--- config.mk ---
export PLATFORM = sky130hd
export DESIGN_NAME = oag_core
export DESIGN_NICKNAME = d
export VERILOG_FILES = /design/src/oag_pkg.sv /design/src/oag_core.sv /design/src/oag_word_asm.sv
export VERILOG_INCLUDE_DIRS = /design/src
export SDC_FILE = /design/constraint.sdc
export NUM_CORES = 1
export LEC_CHECK = 0
export BUFFER_PORTS_ARGS = -buffer_cell sky130_fd_sc_hd__buf_2
export CAP_MARGIN = 20
export CORE_ASPECT_RATIO = 1.2
export CORE_MARGIN = 10
export CORE_UTILIZATION = 45
export CTS_CLUSTER_DIAMETER = 80
export DETAILED_ROUTE_END_ITERATION = 6
export PLACE_DENSITY = 0.68
export SYNTH_ARGS = -nofsm -noshare
export SYNTH_HDL_FRONTEND = slang
export SYNTH_SLANG_ARGS = --single-unit
--- constraint.sdc ---
create_clock -name clk_sys_i -period 3.7 [get_ports clk_sys_i]
set_input_delay 0.74 -clock clk_sys_i [delete_from_list [all_inputs] [get_ports clk_sys_i]]
set_output_delay 0.74 -clock clk_sys_i [all_outputs]
set_load 0.05 [all_outputs]
--- src/oag_defs.svh ---
`ifndef OAG_DEFS_SVH
`define OAG_DEFS_SVH
`define OAG_PFX_Y 8'h90
`define OAG_PFX_YIND 8'h91
`define OAG_PFX_IND 8'h92
`define OAG_MASK_HI 2'h3
`define OAG_MASK_LO 2'h0
`define OAG_PAGE0_HI 8'h00
`define OAG_ADDR_RST 16'h0000
`define OAG_BYTE_RST 8'h00
`endif

--- src/oag_pkg.sv ---
`default_nettype none
package oag_pkg;
  // the 17 addressing variants in 9 families
  typedef enum logic [4:0] {
    OAG_INH, OAG_IMM, OAG_DIR_S, OAG_DIR_L, OAG_IDX_0, OAG_IDX_S, OAG_IDX_L,
    OAG_IND_S, OAG_IND_L, OAG_IIX_S, OAG_IIX_L, OAG_REL_D, OAG_REL_I,
    OAG_BIT_D, OAG_BIT_I, OAG_BTR_D, OAG_BTR_I
  } oag_mode_t;

  typedef struct packed {
    logic [15:0] addr;
    logic [7:0] imm;
    logic is_imm;
    logic use_y;
    logic [1:0] mask;
    logic mask_we;
  } oag_result_t;
endpackage
`default_nettype wire

--- src/oag_core.sv ---
`default_nettype none
`include "oag_defs.svh"
module oag_core (
  input wire logic clk_sys_i,
  input wire logic rst_i,
  input wire logic start_i,
  input wire oag_pkg::oag_mode_t mode_i,
  input wire logic mem_op_i,
  input wire logic mask_raise_op_i,
  input wire logic mask_clear_op_i,
  input wire logic [7:0] prefix_i,
  input wire logic [7:0] x_i,
  input wire logic [7:0] y_i,
  input wire logic [7:0] rd_data_i,
  output logic [15:0] rd_addr_o,
  output logic rd_en_o,
  output logic busy_o,
  output logic done_o,
  output logic mode_err_o,
  output logic [1:0] ext_len_o,
  output oag_pkg::oag_result_t result_o
);
  typedef enum logic [2:0] {S_IDLE, S_B1, S_B2, S_P1, S_P2, S_DONE} oag_st_t;
  oag_st_t st_q, st_d;
  logic [15:0] pc_q, pc_d, ra_q, ra_d;
  logic [7:0] b1_q, b1_d, b2_q, b2_d, p1_q, p1_d, ix_q, ix_d;
  logic busy_q, busy_d, rden_q, rden_d, done_q, done_d, err_q, err_d;
  logic [1:0] len_q, len_d;
  oag_pkg::oag_mode_t m_q, m_d;
  oag_pkg::oag_result_t res_q, res_d;
  logic [15:0] op_word, ptr_word;
  logic [7:0] ptr_next;
  logic use_y;

  oag_word_asm u_op (.lo_addr_byte_i(b1_q), .hi_addr_byte_i(b2_q),
    .wide_i(m_q == oag_pkg::OAG_DIR_L || m_q == oag_pkg::OAG_IDX_L), .word_o(op_word));
  oag_word_asm u_ptr (.lo_addr_byte_i(p1_q), .hi_addr_byte_i(rd_data_i),
    .wide_i(1'b1), .word_o(ptr_word));

  assign ptr_next = b1_q + 8'h01;

  // effective mode after prefix
  function automatic oag_pkg::oag_mode_t pfx_mode(input oag_pkg::oag_mode_t m,
                                                   input logic [7:0] p);
    pfx_mode = m;
    if (p == `OAG_PFX_IND) begin
      case (m)
        oag_pkg::OAG_DIR_S: pfx_mode = oag_pkg::OAG_IND_S;
        oag_pkg::OAG_DIR_L: pfx_mode = oag_pkg::OAG_IND_L;
        oag_pkg::OAG_IDX_S: pfx_mode = oag_pkg::OAG_IIX_S;
        oag_pkg::OAG_IDX_L: pfx_mode = oag_pkg::OAG_IIX_L;
        oag_pkg::OAG_REL_D: pfx_mode = oag_pkg::OAG_REL_I;
        oag_pkg::OAG_BIT_D: pfx_mode = oag_pkg::OAG_BIT_I;
        oag_pkg::OAG_BTR_D: pfx_mode = oag_pkg::OAG_BTR_I;
        default: pfx_mode = m;
      endcase
    end
  endfunction

  // bytes after the opcode
  function automatic logic [1:0] ext_len(input oag_pkg::oag_mode_t m);
    case (m)
      oag_pkg::OAG_INH, oag_pkg::OAG_IDX_0: ext_len = 2'd0;
      oag_pkg::OAG_DIR_L, oag_pkg::OAG_IDX_L, oag_pkg::OAG_BTR_D: ext_len = 2'd2;
      oag_pkg::OAG_BTR_I: ext_len = 2'd2;
      default: ext_len = 2'd1;
    endcase
  endfunction

  always_comb begin
    use_y = 1'b0;
    if (prefix_i == `OAG_PFX_Y) begin
      use_y = (mode_i == oag_pkg::OAG_INH || mode_i == oag_pkg::OAG_IMM ||
               mode_i == oag_pkg::OAG_DIR_S || mode_i == oag_pkg::OAG_DIR_L ||
               mode_i == oag_pkg::OAG_IDX_0 || mode_i == oag_pkg::OAG_IDX_S ||
               mode_i == oag_pkg::OAG_IDX_L);
    end else if (prefix_i == `OAG_PFX_YIND) begin
      use_y = (mode_i == oag_pkg::OAG_IDX_S || mode_i == oag_pkg::OAG_IDX_L);
    end
  end

  always_comb begin
    st_d = st_q;
    pc_d = pc_q;
    ra_d = ra_q;
    b1_d = b1_q;
    b2_d = b2_q;
    p1_d = p1_q;
    ix_d = ix_q;
    len_d = len_q;
    m_d = m_q;
    res_d = res_q;
    rden_d = 1'b0;
    done_d = 1'b0;
    err_d = err_q;
    case (st_q)
      S_IDLE: begin
        if (start_i) begin
          m_d = pfx_mode(mode_i, prefix_i);
          if (prefix_i == `OAG_PFX_YIND) begin
            m_d = pfx_mode(mode_i, `OAG_PFX_IND);
          end
          len_d = ext_len(m_d);
          ix_d = use_y ? y_i : x_i;
          res_d = '0;
          res_d.use_y = use_y;
          res_d.mask_we = mask_raise_op_i | mask_clear_op_i;
          res_d.mask = mask_raise_op_i ? `OAG_MASK_HI : `OAG_MASK_LO;
          err_d = mem_op_i && (m_d == oag_pkg::OAG_DIR_L || m_d == oag_pkg::OAG_IDX_L ||
                  m_d == oag_pkg::OAG_IMM);
          pc_d = ra_q;
          b1_d = `OAG_BYTE_RST;
          b2_d = `OAG_BYTE_RST;
          if (ext_len(m_d) == 2'd0) begin
            st_d = S_DONE;
          end else begin
            st_d = S_B1;
            rden_d = 1'b1;
          end
        end
      end
      S_B1: begin
        b1_d = rd_data_i;
        pc_d = pc_q + 16'h0001;
        if (len_q == 2'd2 && m_q != oag_pkg::OAG_BTR_I) begin
          st_d = S_B2;
          rden_d = 1'b1;
        end else if (m_q == oag_pkg::OAG_IND_S || m_q == oag_pkg::OAG_IND_L ||
                     m_q == oag_pkg::OAG_IIX_S || m_q == oag_pkg::OAG_IIX_L ||
                     m_q == oag_pkg::OAG_REL_I || m_q == oag_pkg::OAG_BIT_I ||
                     m_q == oag_pkg::OAG_BTR_I) begin
          st_d = S_P1;
          rden_d = 1'b1;
        end else begin
          st_d = S_DONE;
        end
      end
      S_B2: begin
        b2_d = rd_data_i;
        pc_d = pc_q + 16'h0001;
        st_d = S_DONE;
      end
      S_P1: begin
        p1_d = rd_data_i;
        if (m_q == oag_pkg::OAG_IND_L || m_q == oag_pkg::OAG_IIX_L) begin
          st_d = S_P2;
          rden_d = 1'b1;
        end else begin
          st_d = S_DONE;
        end
      end
      S_P2: begin
        b2_d = ptr_word[7:0];
        b1_d = ptr_word[15:8];
        st_d = S_DONE;
      end
      default: begin
        st_d = S_IDLE;
        done_d = 1'b1;
        case (m_q)
          oag_pkg::OAG_IMM: begin
            res_d.is_imm = 1'b1;
            res_d.imm = b1_q;
          end
          oag_pkg::OAG_DIR_S, oag_pkg::OAG_BIT_D, oag_pkg::OAG_BTR_D:
            res_d.addr = {`OAG_PAGE0_HI, b1_q};
          oag_pkg::OAG_DIR_L: res_d.addr = op_word;
          oag_pkg::OAG_IDX_0: res_d.addr = {`OAG_PAGE0_HI, ix_q};
          oag_pkg::OAG_IDX_S: res_d.addr = {`OAG_PAGE0_HI, b1_q} + {8'h00, ix_q};
          oag_pkg::OAG_IDX_L: res_d.addr = op_word + {8'h00, ix_q};
          oag_pkg::OAG_IND_S, oag_pkg::OAG_REL_I, oag_pkg::OAG_BIT_I, oag_pkg::OAG_BTR_I:
            res_d.addr = {`OAG_PAGE0_HI, p1_q};
          oag_pkg::OAG_IND_L: res_d.addr = {b1_q, b2_q};
          oag_pkg::OAG_IIX_S: res_d.addr = {`OAG_PAGE0_HI, p1_q} + {8'h00, ix_q};
          oag_pkg::OAG_IIX_L: res_d.addr = {b1_q, b2_q} + {8'h00, ix_q};
          default: res_d.addr = `OAG_ADDR_RST;
        endcase
      end
    endcase
    // fetch address for next read
    if (rden_d) begin
      if (st_d == S_B1 || st_d == S_B2) begin
        ra_d = (st_d == S_B1) ? pc_d : pc_q + 16'h0001;
      end else if (st_d == S_P1) begin
        ra_d = {`OAG_PAGE0_HI, rd_data_i};
      end else begin
        ra_d = {`OAG_PAGE0_HI, ptr_next};
      end
    end
    busy_d = (st_d != S_IDLE);
  end

  always_ff @(posedge clk_sys_i) begin
    if (rst_i) begin
      st_q <= S_IDLE;
      pc_q <= `OAG_ADDR_RST;
      ra_q <= `OAG_ADDR_RST;
      b1_q <= `OAG_BYTE_RST;
      b2_q <= `OAG_BYTE_RST;
      p1_q <= `OAG_BYTE_RST;
      ix_q <= `OAG_BYTE_RST;
      busy_q <= 1'b0;
      len_q <= 2'd0;
      m_q <= oag_pkg::OAG_INH;
      res_q <= '0;
      rden_q <= 1'b0;
      done_q <= 1'b0;
      err_q <= 1'b0;
    end else begin
      st_q <= st_d;
      pc_q <= pc_d;
      ra_q <= ra_d;
      b1_q <= b1_d;
      b2_q <= b2_d;
      p1_q <= p1_d;
      ix_q <= ix_d;
      busy_q <= busy_d;
      len_q <= len_d;
      m_q <= m_d;
      res_q <= res_d;
      rden_q <= rden_d;
      done_q <= done_d;
      err_q <= err_d;
    end
  end

  assign rd_addr_o = ra_q;
  assign rd_en_o = rden_q;
  assign done_o = done_q;
  assign busy_o = busy_q;
  assign mode_err_o = err_q;
  assign ext_len_o = len_q;
  assign result_o = res_q;

  a_short_idx_range: assert property (@(posedge clk_sys_i) disable iff (rst_i)
    done_o && m_q == oag_pkg::OAG_IDX_S |-> result_o.addr <= 16'h01fe)
    else $error("short indexed address beyond 1FE");
  a_inh_no_fetch: assert property (@(posedge clk_sys_i) disable iff (rst_i)
    start_i && st_q == S_IDLE && mode_i == oag_pkg::OAG_INH && prefix_i != `OAG_PFX_IND
    |=> !rd_en_o ##1 done_o)
    else $error("inherent fetched a byte");
  a_mask_raise: assert property (@(posedge clk_sys_i) disable iff (rst_i)
    start_i && st_q == S_IDLE && mask_raise_op_i |=> result_o.mask == 2'h3)
    else $error("mask raise not level 3");
  a_page0_ptr: assert property (@(posedge clk_sys_i) disable iff (rst_i)
    st_q == S_P1 || st_q == S_P2 |-> rd_addr_o[15:8] == 8'h00)
    else $error("pointer fetch left page zero");
  a_y_prefix: assert property (@(posedge clk_sys_i) disable iff (rst_i)
    start_i && st_q == S_IDLE && prefix_i == 8'h90 && mode_i == oag_pkg::OAG_IDX_0
    |=> ##1 done_o && result_o.addr == {8'h00, $past(y_i, 2)})
    else $error("y prefix not applied");
  a_done_bound: assert property (@(posedge clk_sys_i) disable iff (rst_i)
    st_q == S_B1 |-> ##[1:4] done_o)
    else $error("address not formed in time");
  a_short_dir: assert property (@(posedge clk_sys_i) disable iff (rst_i)
    done_o && m_q == oag_pkg::OAG_DIR_S |-> result_o.addr[15:8] == 8'h00)
    else $error("short direct left page zero");
  a_mem_op_err: assert property (@(posedge clk_sys_i) disable iff (rst_i)
    start_i && st_q == S_IDLE && mem_op_i && mode_i == oag_pkg::OAG_DIR_L
    && prefix_i == 8'h00 |=> mode_err_o)
    else $error("long form allowed for memory op");
endmodule
`default_nettype wire

--- src/oag_word_asm.sv ---
`default_nettype none
`include "oag_defs.svh"
module oag_word_asm (
  input wire logic [7:0] lo_addr_byte_i,
  input wire logic [7:0] hi_addr_byte_i,
  input wire logic wide_i,
  output logic [15:0] word_o
);
  // higher byte from lower memory address
  always_comb begin
    if (wide_i) begin
      word_o = {lo_addr_byte_i, hi_addr_byte_i};
    end else begin
      word_o = {`OAG_PAGE0_HI, lo_addr_byte_i};
    end
  end
endmodule
`default_nettype wire

==> results by group <==
Synthesis
  • Synth top cells by count: nor2_1 (111), dfxtp_1 (106), a21oi_1 (81), nand2_1 (78), clkbuf_1 (57)
  • FF+latch count, synth: 106
  • Mapped Area: approximately 0.0065 sq mm
  • Synth Area in Adders: between 4 and 5%
  • Synthesis warning total: 0
  • Count leader, synth: nor2_1
  • Sequential share of the synthesized area: between 30% and 40%
  • Synth Area in Compound Gates: roughly 25%
  • EDFF count, synth: 0
  • Post-synth top area cell: dfxtp_1
  • Largest family of logic cells by synthesized area: compound AO/OA/AOI/OAI gates
  • Mapped Cells: 844
  • Synth cell types: 71
  • Synth area leaders: dfxtp_1 (32%), nor2_1 (6.4%), a21oi_1 (6.2%)
  • Main flop type after synthesis: dfxtp_1
  • Post-synth top area share: 32.4%
  • Post-Synth XOR/XNOR Area: 5.08%
  • Fraction of registers with async set/reset: 0%
  • Net Count, Synth: 907
  • Simple-Gate Fraction of Synth Area: ~23%
  • Average size of a mapped cell: 7.76 sq um
  • Mux cell area share after synthesis: 5.06%

Die
  • Die ar.: 0.0198 sq mm
  • I/O pins: 94
  • Die Height: 152 um
  • Starting Density: 45.6%
  • Die width: between 100 and 150 um
  • Rows: 48
  • Std-Cell Core Area: 0.0144 sq mm

Pwr
  • Part of the power in registers: 36.0%
  • Cell Int Power: 2.33 mW
  • Peak supply drop: 0.000260 V
  • Net Sw Power: 1.64 mW
  • Power density over cell area: 530 mW/mm^2
  • Gate power share: 37.5%
  • Pleak: 2.96 nW
  • Clock share of power: between 20% and 30%
  • Power Total: 3.96 mW
  • Sw frac: 41.3%

GRT
  • GRT overflow: 0
  • Initial antenna violation count: 0
  • Vias in the first global route: between 6000 and 7000
  • First-pass GRT wire length: 32.7 mm
  • Tot GR Track Use: 20.0%
  • Largest net degree at the start of global routing: 72

Clock network
  • Clk buf depth: 2
  • Cts bufs inserted: 9
  • CTS H-Tree Depth: 3
  • Clock-pin slew of the registers on the worst-case setup and hold paths: around 0.08 ns
  • Hold-fix buffers, CTS: 0
  • Root buffer cell: clkbuf_16
  • Sink Count: 106
  • Clk_lat worst skew: 0.36 ns
  • CTS resizes: 0
  • Setup Buffers After CTS: 0
  • TritonCTS clock tree: done

Detailed routing
  • WL final: 20.2 mm
  • First-pass DRT Iterations: 6
  • Starting DRC count in detailed routing: 700
  • ANT nets after route: 0
  • Vias: between 6000 and 7000
  • Drt wl/cell: 18.6 um
  • DRC: 0
  • Vias per inst: approximately 6.1

STA
  • Final-report setup violation count: 0
  • Max Clk Rate: 298 MHz
  • Unrepaired setup endpoints after global routing: no
  • Actual slew at the worst max-slew pin: 1.07 ns
  • Final WS setup: 0.347 ns
  • Fin crit period: 3.35 ns
  • Max_slew headroom: approximately 28%
  • Hold Violations, Final: 0
  • Post-route clock period utilization: between 90% and 100%
  • Layout Skew: approximately 0.013 ns
  • Pins Over Slew Limit: 0
  • Setup TNS: 0 ns

Finish
  • Antenna diodes: 0
  • NumNets Final: 969
  • Area grow syn2layout: 14.3%
  • Final Cell Area: around 0.0075 sq mm
  • Layout cells sized above 1: 17.9%

Placed design
  • Gpl congestion: 0.945
  • Place WS: about 0.32 ns
  • DP HPWL: 14.8 mm
  • Placed cell areas: 0.00716 sq mm
  • Buffers on Ports: 93

Critical path
  • Worst Path Arrival: 3.56 ns
  • Slowest CP cell: o2111ai_1
  • Setup crit end kind: flop
  • Crit path cell chain: xor2_1 -> o2111ai_1 -> buf_4 -> mux2_2 -> ha_1 -> nand2_1 -> o31ai_1 -> a21oi_1 -> nor2_1 -> mux2i_1 -> o22ai_1
  • CP max FO: 9
  • Critical path class: reg2reg
  • Worst setup SP type: flop
  • Worst path max stage delay: between 0.5 and 0.6 ns
  • Data required, critical path: 3.91 ns

Min path
  • Worst hold path type: reg2reg

Status
  • Status: finished, final reports clean

Job
  • Max Cap Violations: 0
[registers in the layout, indices dropped and copies added, names as in the netlist]
name,count
rd_addr_o,16
done_o,1
mode_err_o,1
b2_q,8
busy_o,1
b1_q,8
ext_len_o,2
ix_q,8
st_q,3
m_q,5
p1_q,8
result_o,28
rd_en_o,1
pc_q,16
[metrics by stage]
stage / hold slack [ns] / instances / util (%)
after detailed placement: 0.447 / 1070 / 49.9
final: 0.463 / 1086 / 52.1
after global routing: 0.480 / 1086 / 52.1
after floorplan: 0.458 / 844 / -
after CTS: 0.467 / 1086 / 52.1
after global placement: 0.442 / 1070 / 49.9
[worst max-delay path: cells and delay by family, from the launching register on]
family,cells,cell delay (ns)
adder cells (fa/ha/maj),1,0.35
flip-flops,1,0.32
AND/OR/NAND/NOR,2,0.27
buffers and inverters,1,0.29
multiplexers,2,0.55
XOR/XNOR,1,0.19
AO/OA/AOI/OAI,4,1.25
[final cells by class]
class / count / area (sq um)
Fill cell: 1412 / 6870
Timing Repair Buffer: 118 / 656
Clock inverter: 6 / 82.6
Sequential cell: 106 / 2120
Tap cell: 175 / 219
Inverter: 15 / 56.3
Multi-Input combinational cell: 656 / 4110
Clock buffer: 10 / 239
[metal layers]
| layer | wire length, um | share of wire [%] | global-route usage, % |
|---|---|---|---|
| met1 | 8210 | 41 | 24.1 |
| met2 | 10100 | 50 | 34.1 |
| met3 | 1170 | 5.8 | 2.47 |
| met4 | 751 | 3.7 | 9.33 |
| met5 | 0 | 0 | 0 |
[final timing paths]
check                            startpoint      endpoint  slack, ns  cells past startpoint
worst max-delay path                 m_q[2]  result_o[26]       0.35                     11
worst min-delay path            result_o[3]   result_o[3]       0.46                      2
worst max register to register       m_q[2]  result_o[26]       0.35                     11
worst min register to register  result_o[3]   result_o[3]       0.46                      2
[cell families (layout without fill, tap and decap cells)]
family / Yosys count / after routing
compound gates: 249 / 249
xor+xnor: 38 / 38
fa+ha+maj: 20 / 20
buf+inv: 82 / 149
flops: 106 / 106
mux: 31 / 31
simple gates: 318 / 318
[placed cells by master, fill, tap and decap left out, types with 4 or more instances in the layout]
master and count:
a311oi_1 5, a222oi_1 10, clkbuf_16 9, a221oi_1 5, a21o_1 8, o21a_1 4, a32oi_1 5, or3_1 11
a21oi_1 81, dfxtp_1 106, a22oi_1 31, nand2_1 78, o31ai_1 5, buf_2 92, nand3_1 44, ha_1 18
xnor2_1 17, nor2b_1 9, nor3b_1 5, a211oi_1 16, xor2_1 21, nand2b_1 10, and2_1 5, buf_4 26
mux2i_1 14, nand4_1 4, nor2_1 111, o211ai_1 5, mux2_2 17, o21ai_0 31, nor3_1 12, inv_1 15
o22ai_1 5, and3_1 9, a31oi_1 10
[power groups by stage]
stage,Sequential [mW],Clock (mW),Combinational (mW)
floorplan,1.53,0,0.995
global placement,1.45,0,1.46
detailed placement,1.45,0,1.47
CTS,1.42,1.06,1.48
global route,1.45,1.10,1.63
finish,1.43,1.05,1.49
Note: power is estimated with default switching activity, not from simulation.
